$ cat src/pkg/fsim_pkg.sv
// Constants, register map and timing figures for the framer status and interrupt-mask block.
package fsim_pkg;

    // ==========================================================
    // Register bus and map.
    localparam int unsigned ADDR_W              = 8;
    localparam int unsigned DATA_W              = 8;
    localparam logic [7:0]  EVENT_STATUS_TWO_OFS = 8'h21;
    localparam logic [7:0]  EVENT_MASK_TWO_OFS   = 8'h6f;
    localparam logic [7:0]  ALARM_MASK_ONE_OFS   = 8'h7f;

    // ==========================================================
    // Reset values; masks come up blocking every event.
    localparam logic [7:0]  STATUS_RST = 8'h00;
    localparam logic [7:0]  MASK_RST   = 8'h00;

    // ==========================================================
    // Bit positions of the event status and event mask registers.
    localparam int unsigned RX_MULTIFRAME_BIT = 7;
    localparam int unsigned TX_MULTIFRAME_BIT = 6;
    localparam int unsigned ONE_SECOND_BIT    = 5;
    localparam int unsigned RX_LINK_FULL_BIT  = 4;
    localparam int unsigned TX_LINK_EMPTY_BIT = 3;
    localparam int unsigned RX_LINK_MATCH_BIT = 2;
    localparam int unsigned RX_LINK_ABORT_BIT = 1;
    localparam int unsigned SIG_CHANGE_BIT    = 0;

    // ==========================================================
    // Bit positions of the alarm mask register.
    localparam int unsigned LOOP_UP_BIT       = 7;
    localparam int unsigned LOOP_DOWN_BIT     = 6;
    localparam int unsigned TX_CLOCK_LOSS_BIT = 5;
    localparam int unsigned ELASTIC_ELASTIC_STORE_A_BIT  = 4;
    localparam int unsigned BLUE_ALARM_BIT    = 3;
    localparam int unsigned YELLOW_ALARM_BIT  = 2;
    localparam int unsigned CARRIER_LOSS_BIT  = 1;
    localparam int unsigned RX_SYNC_LOSS_BIT  = 0;

    // ==========================================================
    // Data link figures.
    localparam int unsigned LINK_BYTE_BITS = 8;
    localparam int unsigned ABORT_ONES     = 8;
    localparam int unsigned LINK_CNT_W     = 4;

    // ==========================================================
    // One-second pacing, counted in receive line bit strobes.
    localparam int unsigned RX_LINE_RATE_HZ = 1544000;
    localparam int unsigned SEC_SHORT_MS    = 999;
    localparam int unsigned SEC_LONG_MS     = 1002;
    localparam int unsigned SEC_SHORT_BITS  = SEC_SHORT_MS * RX_LINE_RATE_HZ / 1000;
    localparam int unsigned SEC_LONG_BITS   = SEC_LONG_MS * RX_LINE_RATE_HZ / 1000;
    localparam int unsigned SEC_CNT_W       = 22;
    localparam logic [1:0]  SEC_LONG_PHASE  = 2'h2;

endpackage : fsim_pkg

$ cat src/rtl/fsim_sec_timer.sv
// One-second tick generator paced by receive line bit strobes.
`timescale 1ns/1ps

module fsim_sec_timer
    import fsim_pkg::*;
#(
    parameter int unsigned SHORT_BITS = SEC_SHORT_BITS,
    parameter int unsigned LONG_BITS  = SEC_LONG_BITS
) (
    // Clock and reset.
    input  wire logic clk_i,
    input  wire logic rst_n_i,
    // Receive line bit strobe.
    input  wire logic bit_stb_i,
    // One-cycle tick.
    output logic      tick_o
);

    localparam logic [SEC_CNT_W-1:0] SHORT_M1 = SEC_CNT_W'(SHORT_BITS - 1);
    localparam logic [SEC_CNT_W-1:0] LONG_M1  = SEC_CNT_W'(LONG_BITS - 1);

    logic [SEC_CNT_W-1:0] cnt_reg, cnt_next;     // Strobes in the running interval.
    logic [1:0]           phase_reg, phase_next; // Which of the three intervals runs.
    logic                 tick_next;             // Next tick value.
    logic [SEC_CNT_W-1:0] limit_m1;              // Last count of this interval.

    // ==========================================================
    // The third interval is longer so three ticks span three seconds exactly.
    always_comb begin
        limit_m1   = (phase_reg == SEC_LONG_PHASE) ? LONG_M1 : SHORT_M1;
        cnt_next   = cnt_reg;
        phase_next = phase_reg;
        tick_next  = 1'b0;
        if (bit_stb_i) begin
            if (cnt_reg == limit_m1) begin
                cnt_next   = '0;
                tick_next  = 1'b1;
                phase_next = (phase_reg == SEC_LONG_PHASE) ? 2'h0 : phase_reg + 2'h1;
            end else begin
                cnt_next = cnt_reg + SEC_CNT_W'(1);
            end
        end
    end

    // Registers only.
    always_ff @(posedge clk_i) begin
        if (!rst_n_i) begin
            cnt_reg   <= '0;
            phase_reg <= 2'h0;
            tick_o    <= 1'b0;
        end else begin
            cnt_reg   <= cnt_next;
            phase_reg <= phase_next;
            tick_o    <= tick_next;
        end
    end

    // ==========================================================
    // Independent strobe tally checks each interval length.
    logic [SEC_CNT_W-1:0] h_cnt;
    logic [1:0]           h_phase;
    always_ff @(posedge clk_i) begin
        if (!rst_n_i) begin
            h_cnt   <= '0;
            h_phase <= 2'h0;
        end else begin
            h_cnt   <= (tick_o ? '0 : h_cnt) + SEC_CNT_W'(bit_stb_i);
            h_phase <= tick_o ? ((h_phase == 2'h2) ? 2'h0 : h_phase + 2'h1) : h_phase;
        end
    end
endmodule : fsim_sec_timer

$ cat src/rtl/fsim_link_rx.sv
// Receive data link monitor: buffer fill and abort detection.
`timescale 1ns/1ps

module fsim_link_rx
    import fsim_pkg::*;
(
    // Clock and reset.
    input  wire logic clk_i,
    input  wire logic rst_n_i,
    // Received link bit and its strobe.
    input  wire logic bit_stb_i,
    input  wire logic bit_i,
    // One-cycle events.
    output logic      full_o,
    output logic      abort_o
);

    localparam logic [LINK_CNT_W-1:0] FILL_M1 = LINK_CNT_W'(LINK_BYTE_BITS - 1);
    localparam logic [LINK_CNT_W-1:0] ONES_M1 = LINK_CNT_W'(ABORT_ONES - 1);

    logic [LINK_CNT_W-1:0] fill_reg, fill_next; // Bits held in the buffer.
    logic [LINK_CNT_W-1:0] ones_reg, ones_next; // Current run of ones.
    logic                  full_next;           // Next full event.
    logic                  abort_next;          // Next abort event.

    // ==========================================================
    // A run of ones restarts after each abort so a long idle of ones keeps reporting.
    always_comb begin
        fill_next  = fill_reg;
        ones_next  = ones_reg;
        full_next  = 1'b0;
        abort_next = 1'b0;
        if (bit_stb_i) begin
            if (fill_reg == FILL_M1) begin
                fill_next = '0;
                full_next = 1'b1;
            end else begin
                fill_next = fill_reg + LINK_CNT_W'(1);
            end
            if (!bit_i) begin
                ones_next = '0;
            end else if (ones_reg == ONES_M1) begin
                ones_next  = '0;
                abort_next = 1'b1;
            end else begin
                ones_next = ones_reg + LINK_CNT_W'(1);
            end
        end
    end

    // Registers only.
    always_ff @(posedge clk_i) begin
        if (!rst_n_i) begin
            fill_reg <= '0;
            ones_reg <= '0;
            full_o   <= 1'b0;
            abort_o  <= 1'b0;
        end else begin
            fill_reg <= fill_next;
            ones_reg <= ones_next;
            full_o   <= full_next;
            abort_o  <= abort_next;
        end
    end

endmodule : fsim_link_rx

$ cat src/rtl/fsim_status_irq.sv
// Top of the framer event status and interrupt-mask block.
//
// Design decision made here: the address-and-strobe port.
`timescale 1ns/1ps

module fsim_status_irq
    import fsim_pkg::*;
#(
    parameter int unsigned SIG_W          = 48,
    parameter int unsigned SEC_SHORT_CNT  = SEC_SHORT_BITS,
    parameter int unsigned SEC_LONG_CNT   = SEC_LONG_BITS
) (
    // Clock and reset.
    input  wire logic              CLK_I,
    input  wire logic              RST_N_I,
    // Register port.
    input  wire logic [ADDR_W-1:0] ADDR_I,
    input  wire logic [DATA_W-1:0] WDATA_I,
    input  wire logic              WR_I,
    input  wire logic              RD_I,
    output logic      [DATA_W-1:0] RDATA_O,
    // Framer events, all from logic on this clock.
    input  wire logic              RX_MULTIFRAME_I,
    input  wire logic              TX_MULTIFRAME_I,
    input  wire logic              RX_BIT_STB_I,
    input  wire logic              RX_LINK_STB_I,
    input  wire logic              RX_LINK_BIT_I,
    input  wire logic              RX_LINK_MATCH_I,
    input  wire logic              TX_LINK_EMPTY_I,
    input  wire logic              SIG_STB_I,
    input  wire logic [SIG_W-1:0]  SIG_BITS_I,
    // Alarm flags held by the first status register outside.
    input  wire logic [DATA_W-1:0] ALARM_STATUS_I,
    // Interrupt.
    output logic                   IRQ_O
);

    // ==========================================================
    // Declarations.
    logic              sec_tick;                  // One-second tick pulse.
    logic              link_full;                 // Receive link buffer full pulse.
    logic              link_abort;                // Receive link abort pulse.
    logic              tx_empty_reg;              // Previous level of the empty line.
    logic              tx_empty_next;             // Next value of that level.
    logic [SIG_W-1:0]  sig_prev_reg, sig_prev_next; // Last signaling sample.
    logic              sig_seen_reg, sig_seen_next; // A first sample is held.
    logic              sig_change;                // Signaling bits moved.
    logic [DATA_W-1:0] events;                    // This cycle's event pulses.
    logic [DATA_W-1:0] status_reg, status_next;   // Sticky event flags.
    logic [DATA_W-1:0] mask2_reg, mask2_next;     // Event mask.
    logic [DATA_W-1:0] mask1_reg, mask1_next;     // Alarm mask.
    logic [DATA_W-1:0] rdata_next;                // Next read data.
    logic              irq_next;                  // Next interrupt level.
    logic              wr_status;                 // Write hits the status register.

    // ==========================================================
    // Event sources.

    // Interval timer paced by the receive line, not by the system clock.
    fsim_sec_timer #(
        .SHORT_BITS (SEC_SHORT_CNT),
        .LONG_BITS  (SEC_LONG_CNT)
    ) u_sec (
        .clk_i     (CLK_I),
        .rst_n_i   (RST_N_I),
        .bit_stb_i (RX_BIT_STB_I),
        .tick_o    (sec_tick)
    );

    // Receive link fill and abort watcher.
    fsim_link_rx u_link (
        .clk_i     (CLK_I),
        .rst_n_i   (RST_N_I),
        .bit_stb_i (RX_LINK_STB_I),
        .bit_i     (RX_LINK_BIT_I),
        .full_o    (link_full),
        .abort_o   (link_abort)
    );

    // The first sample after reset only primes the comparison, so power-up
    // never reports a change that did not happen.
    always_comb begin
        sig_prev_next = sig_prev_reg;
        sig_seen_next = sig_seen_reg;
        sig_change    = 1'b0;
        tx_empty_next = TX_LINK_EMPTY_I;
        if (SIG_STB_I) begin
            sig_change    = sig_seen_reg && (SIG_BITS_I != sig_prev_reg);
            sig_prev_next = SIG_BITS_I;
            sig_seen_next = 1'b1;
        end
    end

    // Registers only.
    always_ff @(posedge CLK_I) begin
        if (!RST_N_I) begin
            sig_prev_reg <= '0;
            sig_seen_reg <= 1'b0;
            tx_empty_reg <= 1'b1; // An empty buffer at reset is no new edge.
        end else begin
            sig_prev_reg <= sig_prev_next;
            sig_seen_reg <= sig_seen_next;
            tx_empty_reg <= tx_empty_next;
        end
    end

    // Event vector in status bit order.
    always_comb begin
        events                    = '0;
        events[RX_MULTIFRAME_BIT] = RX_MULTIFRAME_I;
        events[TX_MULTIFRAME_BIT] = TX_MULTIFRAME_I;
        events[ONE_SECOND_BIT]    = sec_tick;
        events[RX_LINK_FULL_BIT]  = link_full;
        events[TX_LINK_EMPTY_BIT] = TX_LINK_EMPTY_I && !tx_empty_reg;
        events[RX_LINK_MATCH_BIT] = RX_LINK_MATCH_I;
        events[RX_LINK_ABORT_BIT] = link_abort;
        events[SIG_CHANGE_BIT]    = sig_change;
    end

    // ==========================================================
    // Register file.

    // A new event beats a clear written in the same cycle, so no event is lost.
    always_comb begin
        wr_status   = WR_I && (ADDR_I == EVENT_STATUS_TWO_OFS);
        status_next = (status_reg & ~(wr_status ? WDATA_I : '0)) | events;
        mask2_next  = mask2_reg;
        mask1_next  = mask1_reg;
        rdata_next  = '0;
        if (WR_I && ADDR_I == EVENT_MASK_TWO_OFS) begin
            mask2_next = WDATA_I;
        end
        if (WR_I && ADDR_I == ALARM_MASK_ONE_OFS) begin
            mask1_next = WDATA_I;
        end
        // Unmapped reads answer zero; data stand one cycle only.
        if (RD_I) begin
            unique case (ADDR_I)
                EVENT_STATUS_TWO_OFS: rdata_next = status_reg;
                EVENT_MASK_TWO_OFS:   rdata_next = mask2_reg;
                ALARM_MASK_ONE_OFS:   rdata_next = mask1_reg;
                default:              rdata_next = '0;
            endcase
        end
    end

    // The interrupt follows the registered flags one cycle late; the trade
    // buys an output that comes straight from a flip-flop.
    always_comb begin
        irq_next = |(status_reg & mask2_reg)
                 | |(ALARM_STATUS_I & mask1_reg);
    end

    // Registers only.
    always_ff @(posedge CLK_I) begin
        if (!RST_N_I) begin
            status_reg <= STATUS_RST;
            mask2_reg  <= MASK_RST;
            mask1_reg  <= MASK_RST;
            RDATA_O    <= '0;
            IRQ_O      <= 1'b0;
        end else begin
            status_reg <= status_next;
            mask2_reg  <= mask2_next;
            mask1_reg  <= mask1_next;
            RDATA_O    <= rdata_next;
            IRQ_O      <= irq_next;
        end
    end
endmodule : fsim_status_irq

$ cat config.mk
export PLATFORM = sky130hd
export DESIGN_NAME = fsim_status_irq
export DESIGN_NICKNAME = d
export VERILOG_FILES = /design/src/pkg/fsim_pkg.sv /design/src/rtl/fsim_sec_timer.sv /design/src/rtl/fsim_link_rx.sv /design/src/rtl/fsim_status_irq.sv
export SDC_FILE = /design/constraint.sdc
export NUM_CORES = 1
export LEC_CHECK = 0
export BUFFER_PORTS_ARGS = -buffer_cell sky130_fd_sc_hd__buf_4
export CAP_MARGIN = 20
export CORE_MARGIN = 2
export CORE_UTILIZATION = 41
export DETAILED_ROUTE_END_ITERATION = 8
export PLACE_DENSITY = 0.64
export SLEW_MARGIN = 20
export SYNTH_ARGS = -nofsm -noshare
export SYNTH_HDL_FRONTEND = slang
export SYNTH_SLANG_ARGS = --single-unit
$ cat constraint.sdc
create_clock -name CLK_I -period 4.9 [get_ports CLK_I]
set_input_delay 0.98 -clock CLK_I [delete_from_list [all_inputs] [get_ports CLK_I]]
set_output_delay 0.98 -clock CLK_I [all_outputs]
set_load 0.005 [all_outputs]
==> run summary, run 1 <==
Outcome: finished, final reports clean
Final hold violations: 0
Max clock buf depth: 2
Starting DRT DRC Count: 189
Worst reg2reg endpoint: u_sec.cnt_reg[20]
Hold Path Depth: 1
Max reg flops: 48
Finish-stage setup viols: 0
Fin crit period: 2370 ps
Vias per cell: 5.02
Count of cell types in the netlist: 46
CP cell instances: buf_4 -> or3b_1 -> nor3_4 -> nand2_1 -> nand2_1 -> a21boi_0
Dpl hpwl: 8040 um
Via count: 4181
Critical path type: primary input to register
Clock-pin slew on the worst setup and hold paths: 60 ps
Period utilisation layout: 0.483
GPL Wtd Cong: 0.866
Initial core utilization: 0.424
Sequential power share: 0.419
Compound-Gate Fraction of Synth Area: 0.0842
N_diodes: 0
Max Freq: 0.422 GHz
Combinational Power Share: 0.078
Die W: 119 um
Max Cap Viol: 0
DRC: 0
H-tree Lvls: 4
CP Launch Type: primary input
CTS root buf: clkbuf_16
Layout cells sized above 1: 0.207
YS warnings: 0
Reg2reg start: u_sec.cnt_reg[5]
Clock skew: 3.50 ps
Setup crit end: mask2_reg[5]
Clk_lat worst skew: 410 ps
First-pass GRT wire length: 19700 um
Worst-margin pin slew: 817 ps
Postcts setup bufs: 0
Syn nets: 648
Setup crit start: ADDR_I[4]
Final wirelength: 11500 um
CP endpoint kind: register
Area Overhead vs Synth: 25.8%
Number of global-route vias before repair: 4159
Largest driver fanout on the critical path: 18
Initial antenna violation count: 0
Syn Std Cell Area: 0.00539 mm2
Clock buffer count from CTS: 17
Sequential share of the synthesized area: 0.438
Tot GR Track Use: 0.173
Syn avg cell area: 9.61 um2
Die Height: 119 um
Largest net degree at the start of global routing: 91
Wire per inst: 13.8 um
Nets: 735
Slew headroom: 0.456
Critical path data required time: 5200 ps
Slowest cell on the critical path: nor3_4
Slowest stage delay, CP: 550 ps
Register-to-Register Path Depth: 5
Flops & latches, synth: 118
Worst vdd ir: 0.247 mV
Hold Worst Slack: 451 ps
CP most frequent cell: nand2_1
RSZ-0062 raised after global routing: no
Worst Path Arrival: 2670 ps
Post-Layout Cell Count: 833
Setup TNS: 0 ps
Post-synthesis mux area share: 0.0984
Multi-input logic area: 0.00291 mm2
CTS Sinks: 118
Internal power: 1.86 mW
Syn Inst Count: 561
P_sw: 0.557 mW
Placed Cells: 801
Sequential cell area: 0.00236 mm2
Post-synthesis simple-gate area fraction: 0.236
Main combinational cell family by area after synthesis: simple AND/OR/NAND/NOR gates
Post-DRT Antenna Nets: 0
Core footprint: 0.0127 mm2
Worst min path class: register to register
Final max-slew violation count: 0
TritonRoute pass-1 iters: 6
Clk pwr share: 0.503
Leak: 2.75 nW
Post-CTS resize count: 0
Pwr/cell area: 356 mW/mm2
Overflow left after global routing: 0
Number of buffers added on ports: 92
Ports: 93
Synth Area in Adders: 0.00696
# hold bufs at CTS: 0
Net Sw Frac: 0.231
Reg2reg setup slack: 2940 ps
Synth Area in XOR/XNOR: 0.114
Std cell rows: 41
Filler cell count: 1219
CTS tree: done
Die area: 0.0141 mm2
==> critical path, delay by kind of cell <==
kind | cells | cell delay (ps)
simple gates | 4 | 1490
buf+inv | 1 | 110
compound gates | 1 | 80
==> cell usage in the layout (no fill, tap or decap), types with 3 or more instances in the layout <==
| master | Yosys | routed |
|---|---|---|
| a21oi_1 | 16 | 16 |
| buf_4 | 0 | 93 |
| xnor2_1 | 6 | 6 |
| a22oi_1 | 14 | 14 |
| and2_1 | 3 | 3 |
| nor2b_1 | 63 | 63 |
| mux2i_1 | 53 | 53 |
| o21a_1 | 4 | 4 |
| nand4_1 | 15 | 15 |
| nor2_1 | 30 | 30 |
| dfxtp_1 | 118 | 118 |
| nand2_1 | 50 | 50 |
| ha_1 | 3 | 3 |
| xor2_1 | 64 | 64 |
| nand2b_1 | 4 | 4 |
| a21boi_0 | 19 | 19 |
| nand3_1 | 27 | 27 |
| clkinv_4 | 0 | 4 |
| nor4_1 | 12 | 12 |
| and3_1 | 6 | 6 |
| clkinvlp_4 | 0 | 6 |
| clkbuf_16 | 0 | 17 |
==> cells in the mapped netlist (all sizes together) <==
cell type / number / area, um2
and4b: 1 / 10.0
nor4: 15 / 121
a221oi: 1 / 8.76
or3: 2 / 17.5
a21oi: 16 / 80.1
or2b: 1 / 11.3
and3: 6 / 37.5
a2111oi: 1 / 27.5
nor4b: 1 / 8.76
or2: 1 / 6.26
nand3b: 2 / 15.0
ha: 3 / 37.5
nor2b: 63 / 394
nor3: 3 / 31.3
or3b: 1 / 8.76
nand4: 15 / 93.8
a22o: 1 / 8.76
nand2: 50 / 188
a21boi: 21 / 158
a22oi: 14 / 105
nor3b: 1 / 7.51
inv: 2 / 7.51
nor2: 30 / 113
nor4bb: 2 / 20.0
nand2b: 4 / 25.0
mux2i: 53 / 531
dfxtp: 118 / 2360
clkbuf: 14 / 52.6
and4bb: 1 / 12.5
nand3: 27 / 135
buf: 11 / 60.1
o21a: 4 / 30.0
xor2: 64 / 561
o221a: 1 / 11.3
and2: 3 / 18.8
xnor2: 6 / 52.6
o311ai: 2 / 25.0
==> how the worst min path moves through the flow <==
stage / from / endpoint / slack, ps
4_1_cts: sig_seen_reg / sig_seen_reg / 460
3_5_place_dp: sig_seen_reg / sig_seen_reg / 450
2_1_floorplan: sig_seen_reg / sig_seen_reg / 420
3_3_place_gp: sig_seen_reg / sig_seen_reg / 440
6_report: sig_seen_reg / sig_seen_reg / 450
5_1_grt: sig_seen_reg / sig_seen_reg / 490
==> power by group through the flow <==
stage	registers, mW	logic, mW	clock network [mW]
5_1_grt	1.02	0.212	1.29
3_5_place_dp	1.03	0.192	0
4_1_cts	1.01	0.193	1.25
3_3_place_gp	1.03	0.187	0
2_1_floorplan	1.03	0.110	0
6_report	1.01	0.190	1.21
==> per-stage QoR <==
| stage | util | power, mW | cell area, um2 | worst slack [ps] |
|---|---|---|---|---|
| floorplan | - | 1.14 | 5390 | 2610 |
| global placement | 0.487 | 1.22 | 6190 | 2150 |
| detailed placement | 0.487 | 1.22 | 6190 | 2110 |
| CTS | 0.533 | 2.45 | 6790 | 2540 |
| global route | 0.533 | 2.52 | 6790 | 2360 |
| finish | 0.533 | 2.42 | 6790 | 2530 |
==> cell families after synthesis <==
family | Yosys count
flops | 118
mux | 53
xor+xnor | 70
buf+inv | 27
simple gates | 229
fa+ha+maj | 3
compound gates | 61
==> area by class of cell <==
class                           instances  area share
Timing Repair Buffer                   93       0.103
Tap cell                              172      0.0317
Multi-Input combinational cell        416       0.429
Inverter                                2     0.00111
Sequential cell                       118       0.348
Clock buffer                           18      0.0647
Clock inverter                         14      0.0227
==> metal layers <==
layer,part of all wire,wire [um],GRT usage
met1,0.45,5160,0.218
met4,0.018,205,0.0677
met3,0.082,947,0.0700
met5,0,0,0
met2,0.45,5190,0.262
(Power assumes the default switching activity.)
==> run 2, diff against run 1 <==
PLACE_DENSITY = 0.67   (was 0.64)
clock period = 1.97 ns   (was 4.9 ns; I/O delays follow)
==> run summary, run 2 (same netlist as run 1, synthesis figures left out) <==
Max clock buf depth: 2 (unchanged)
Slowest stage delay, CP: 400 ps (was 550 ps)
Ports: 93 (unchanged)
Core footprint: 0.0127 mm2 (unchanged)
Period utilisation layout: 0.910
CTS Sinks: 118 (unchanged)
Clock skew: 5.20 ps (was 3.50 ps)
# hold bufs at CTS: 0 (unchanged)
Largest driver fanout on the critical path: 22 (was 18)
Hold Worst Slack: 182 ps (was 451 ps)
Filler cell count: 1140 (was 1219)
Initial antenna violation count: 0 (unchanged)
Slowest cell on the critical path: dfxtp_1 (was nor3_4)
Initial core utilization: 0.424 (unchanged)
Worst Path Arrival: 2080 ps (was 2670 ps)
DRC: 0 (unchanged)
Outcome: finished, final reports clean (unchanged)
Via count: 4228 (was 4181)
Starting DRT DRC Count: 171 (was 189)
H-tree Lvls: 4 (unchanged)
Die W: 119 um (unchanged)
Wire per inst: 14.0 um (was 13.8 um)
Layout cells sized above 1: 0.218 (was 0.207)
Post-CTS resize count: 0 (unchanged)
Sequential cell area: 0.00236 mm2 (unchanged)
Number of global-route vias before repair: 4297 (was 4159)
GPL Wtd Cong: 0.849 (was 0.866)
Worst min path class: primary input to register (was register to register)
CTS root buf: clkbuf_16 (unchanged)
CP cell instances: nor4bb_1 -> mux2i_1 -> a2111oi_4 -> or2b_4 -> nor2_1 (was buf_4 -> or3b_1 -> nor3_4 -> nand2_1 -> nand2_1 -> a21boi_0)
Multi-input logic area: 0.00291 mm2 (unchanged)
Clk_lat worst skew: 410 ps (about the same)
N_diodes: 0 (unchanged)
Tot GR Track Use: 0.176 (was 0.173)
Largest net degree at the start of global routing: 51 (was 91)
Leak: 2.85 nW (was 2.75 nW)
Max reg flops: 48 (unchanged)
Clock buffer count from CTS: 17 (unchanged)
Max Cap Viol: 0 (unchanged)
CP endpoint kind: register (unchanged)
CP Launch Type: register (was primary input)
Die area: 0.0141 mm2 (unchanged)
Commonest non-fill, non-tap cell in the layout: dfxtp_1 (unchanged)
Vias per cell: 5.00 (was 5.02)
Std cell rows: 41 (unchanged)
Area Overhead vs Synth: 28.2% (was 25.8%)
Die Height: 119 um (unchanged)
TritonRoute pass-1 iters: 4 (was 6)
Finish-stage setup viols: 0 (unchanged)
First-pass GRT wire length: 20100 um (was 19700 um)
Overflow left after global routing: 0 (unchanged)
Pwr/cell area: 893 mW/mm2 (was 356 mW/mm2)
Worst vdd ir: 0.644 mV (was 0.247 mV)
Post-Layout Cell Count: 846 (was 833)
Worst-margin pin slew: 734 ps (was 817 ps)
Number of buffers added on ports: 92 (unchanged)
Final hold violations: 0 (unchanged)
Placed Cells: 814 (was 801)
Max Freq: 0.558 GHz
Post-DRT Antenna Nets: 0 (unchanged)
Final wirelength: 11900 um (was 11500 um)
Slew headroom: 0.510 (was 0.456)
Postcts setup bufs: 0 (unchanged)
Dpl hpwl: 8570 um (was 8040 um)
Setup TNS: 0 ps (unchanged)
Nets: 748 (was 735)
Fin crit period: 1790 ps
CTS tree: done (unchanged)
Clock-pin slew on the worst setup and hold paths: 50 ps (was 60 ps)
Commonest non-fill, non-tap cells in the layout: dfxtp_1, buf_4, xor2_1 (unchanged)
Critical path type: register to register (was primary input to register)
RSZ-0062 raised after global routing: no (unchanged)
Critical path data required time: 2260 ps (was 5200 ps)
Final max-slew violation count: 0 (unchanged)
==> run 2: final cells by class <==
cell class / instances / share of cell area
Tap cell: 172 / 0.0311
Clock buffer: 24 / 0.0711
Inverter: 2 / 0.00109
Multi-Input combinational cell: 416 / 0.421
Timing Repair Buffer: 106 / 0.117
Sequential cell: 118 / 0.342
Clock inverter: 8 / 0.0174
==> run 2: path summary, 6_finish.rpt <==
check	startpoint	endpoint	slack, ps	depth (start not counted)
worst max-delay path	u_sec.cnt_reg[5]	u_sec.cnt_reg[14]	180	5
worst min-delay path	TX_LINK_EMPTY_I	tx_empty_reg	180	2
worst max register to register	u_sec.cnt_reg[5]	u_sec.cnt_reg[14]	180	5
worst min register to register	u_link.abort_o	status_reg[1]	460	2
==> run 2: critical path: cells and delay by family, from the launching register on <==
family	cells	cell delay [ps]
flip-flops	1	400
AND/OR/NAND/NOR	3	750
multiplexers	1	160
AO/OA/AOI/OAI	1	350
==> run 2: per-stage QoR <==
stage | utilization | instance area, um2 | setup WS (ps) | power (mW)
final | 0.544 | 6920 | 177 | 6.18
after global routing | 0.544 | 6920 | 34.4 | 6.42
after CTS | 0.544 | 6920 | 160 | 6.24
after detailed placement | 0.495 | 6300 | 56.5 | 3.06
after global placement | 0.495 | 6300 | 51.2 | 3.04
after floorplan | - | 5390 | 268 | 2.83
==> run 2: power by group <==
group          internal [mW]  switching [mW]
Combinational          0.268           0.218
Sequential              2.47          0.0567
Clock                   2.12            1.05
==> run 2: layer usage <==
layer  part of all wire  wire, um  vias up  global-route usage
met5                  0         0        -                   0
met2               0.46      5470      117               0.277
met4             0.0076        90        0              0.0573
met1               0.46      5480     1967               0.220
met3              0.070       828       10              0.0690
li1                   -         -     2134                   -
==> run 3, diff against run 2 <==
PLACE_DENSITY = 0.64   (was 0.67)
SYNTH_HIERARCHICAL = 1   (was default)
clock period = 2.3 ns   (was 1.97 ns; I/O delays follow)
==> run summary, run 3 <==
Syn Std Cell Area: 0.00551 mm2 (was 0.00539 mm2)
H-tree Lvls: 4 (unchanged)
Design Area, Final: 0.00696 mm2 (was 0.00692 mm2)
Flops & latches, synth: 118 (unchanged)
Register-to-Register Path Depth: 6 (was 5)
Clk pwr share: 0.500 (was 0.513)
EDFF count, synth: 0 (unchanged)
GPL Wtd Cong: 0.802 (was 0.849)
Post-CTS resize count: 0 (unchanged)
Synth top area cells: dfxtp_1, mux2i_1, xnor2_1 (was dfxtp_1, xor2_1, mux2i_1)
Die area: 0.0144 mm2 (was 0.0141 mm2)
Most frequent cell after synthesis: dfxtp_1 (unchanged)
Layout cells sized above 1: 0.227 (was 0.218)
Initial antenna violation count: 0 (unchanged)
Tot GR Track Use: 0.175 (was 0.176)
Worst min path class: primary input to register (unchanged)
Area Overhead vs Synth: 26.2% (was 28.2%)
CP Launch Type: register (unchanged)
Die W: 120 um (was 119 um)
YS warnings: 6 (was 0)
TritonRoute pass-1 iters: 6 (was 4)
Final hold violations: 0 (unchanged)
Finish-stage setup viols: 0 (unchanged)
Max reg flops: 48 (unchanged)
Placed Cells: 804 (was 814)
Clock buffer count from CTS: 17 (unchanged)
Worst vdd ir: 0.552 mV (was 0.644 mV)
Wire per inst: 14.6 um (was 14.0 um)
Ports: 93 (unchanged)
Leak: 2.64 nW (was 2.85 nW)
Starting DRT DRC Count: 276 (was 171)
Leading area contributor after synthesis: dfxtp_1 (unchanged)
DRC: 0 (unchanged)
CTS Sinks: 118 (unchanged)
Post-route setup slack: 433 ps (was 177 ps)
Syn avg cell area: 10.0 um2 (was 9.61 um2)
Number of global-route vias before repair: 4215 (was 4297)
Sequential share of the synthesized area: 0.429 (was 0.438)
Worst Path Arrival: 2210 ps (was 2080 ps)
Std cell rows: 42 (was 41)
Net Sw Frac: 0.210 (was 0.214)
RSZ-0062 raised after global routing: no (unchanged)
Sequential power share: 0.415 (was 0.409)
Largest driver fanout on the critical path: 16 (was 22)
Clock skew: 5.29 ps (was 5.20 ps)
Max clock buf depth: 2 (unchanged)
P_sw: 1.09 mW (was 1.32 mW)
Via count: 4363 (was 4228)
Synth top area share: 0.429 (was 0.438)
Final wirelength: 12200 um (was 11900 um)
Placement Cell Area: 0.00637 mm2 (was 0.00630 mm2)
Nets: 734 (was 748)
Fin crit period: 1870 ps (was 1790 ps)
Clk_lat worst skew: 420 ps (was 410 ps)
Vias per cell: 5.24 (was 5.00)
Largest net degree at the start of global routing: 45 (was 51)
Synth Flop Type: dfxtp_1 (unchanged)
Dpl hpwl: 8610 um (was 8570 um)
Hold Worst Slack: 236 ps (was 182 ps)
Syn Inst Count: 549 (was 561)
Internal power: 4.11 mW (was 4.85 mW)
Clock-pin slew on the worst setup and hold paths: 50 ps (about the same)
Hold wc startpoint: TX_LINK_EMPTY_I (unchanged)
Combinational Power Share: 0.085 (was 0.079)
N_diodes: 0 (unchanged)
Commonest non-fill, non-tap cell in the layout: dfxtp_1 (unchanged)
Setup TNS: 0 ps (unchanged)
Core footprint: 0.0132 mm2 (was 0.0127 mm2)
Critical path data required time: 2640 ps (was 2260 ps)
Final max-slew violation count: 0 (unchanged)
Commonest non-fill, non-tap cells in the layout: dfxtp_1, buf_4, mux2i_1 (was dfxtp_1, buf_4, xor2_1)
Post-DRT Antenna Nets: 0 (unchanged)
# hold bufs at CTS: 0 (unchanged)
Period utilisation layout: 0.812 (was 0.910)
Top cells by instance count after synthesis: dfxtp_1, mux2i_1, nor2b_1 (was dfxtp_1, xor2_1, nor2b_1)
Max Freq: 0.536 GHz (was 0.558 GHz)
Hold Path Depth: 2 (unchanged)
Slew headroom: 0.284 (was 0.510)
Outcome: finished, final reports clean (unchanged)
Worst-margin pin slew: 1070 ps (was 734 ps)
Initial core utilization: 0.418 (was 0.424)
Postcts setup bufs: 0 (unchanged)
Count of cell types in the netlist: 56 (was 46)
Post-Place Setup Slack: 148 ps (was 56.5 ps)
CTS tree: done (unchanged)
Overflow left after global routing: 0 (unchanged)
Setup crit start: u_sec/cnt_reg[0] (was u_sec.cnt_reg[5])
Reg2reg start: u_sec/cnt_reg[0] (was u_sec.cnt_reg[5])
First-pass GRT wire length: 20000 um (was 20100 um)
Post-Layout Cell Count: 833 (was 846)
FFs w/ async S/R, synth: 0 (unchanged)
Critical path type: register to register (unchanged)
Number of buffers added on ports: 92 (unchanged)
CTS root buf: clkbuf_16 (unchanged)
Pwr/cell area: 748 mW/mm2 (was 893 mW/mm2)
Syn nets: 636 (was 648)
Die Height: 120 um (was 119 um)
CP endpoint kind: register (unchanged)
Max Cap Viol: 0 (unchanged)
[run 3: through the flow]
step	utilization	power, mW
finish	0.528	5.20
global route	0.528	5.40
CTS	0.528	5.26
detailed placement	0.483	2.65
global placement	0.483	2.62
floorplan	-	2.45
[run 3: metal layers]
| layer | vias to the layer above | share of wire | global-route usage | wire length, um |
|---|---|---|---|---|
| li1 | 2150 | - | - | - |
| met1 | 2092 | 0.45 | 0.215 | 5420 |
| met2 | 109 | 0.49 | 0.288 | 5920 |
| met3 | 12 | 0.055 | 0.0547 | 669 |
| met4 | 0 | 0.012 | 0.0625 | 148 |
| met5 | - | 0 | 0 | 0 |
[run 3: final timing paths]
path                                            to  slack, ps
worst min-delay path                  tx_empty_reg        240
worst max-delay path            u_sec/phase_reg[1]        430
worst max register to register  u_sec/phase_reg[1]        430
worst min register to register       status_reg[5]        440
[run 3: layout make-up]
class / count / area (um2)
Clock buffer: 26 / 519
Clock inverter: 3 / 65.1
Fill cell: 1214 / 6230
Inverter: 10 / 37.5
Multi-Input combinational cell: 395 / 2970
Sequential cell: 118 / 2360
Tap cell: 176 / 220
Timing Repair Buffer: 105 / 788
[run 3: kinds of logic (layout without fill, tap and decap cells)]
kind of cell    after synthesis  in the layout  synth area share
fa+ha+maj                     3              3           0.00681
buf+inv                      36            144            0.0336
mux                          60             60             0.109
xor+xnor                     62             62            0.0985
flops                       118            118             0.429
simple gates                199            199             0.225
compound gates               71             71            0.0990
[run 3: power by group through the flow]
stage	clock network, mW	registers (mW)	logic [mW]
floorplan	0	2.19	0.255
global placement	0	2.20	0.428
detailed placement	0	2.20	0.444
CTS	2.65	2.16	0.446
global route	2.75	2.17	0.482
finish	2.60	2.16	0.441
[run 3: critical path: stages, from the launching register on]
cell       delay, ps
dfxtp_1          360
ha_1             190
and3_1           300
nand2_1          130
a2111oi_4        300
buf_4            290
mux2i_1          210
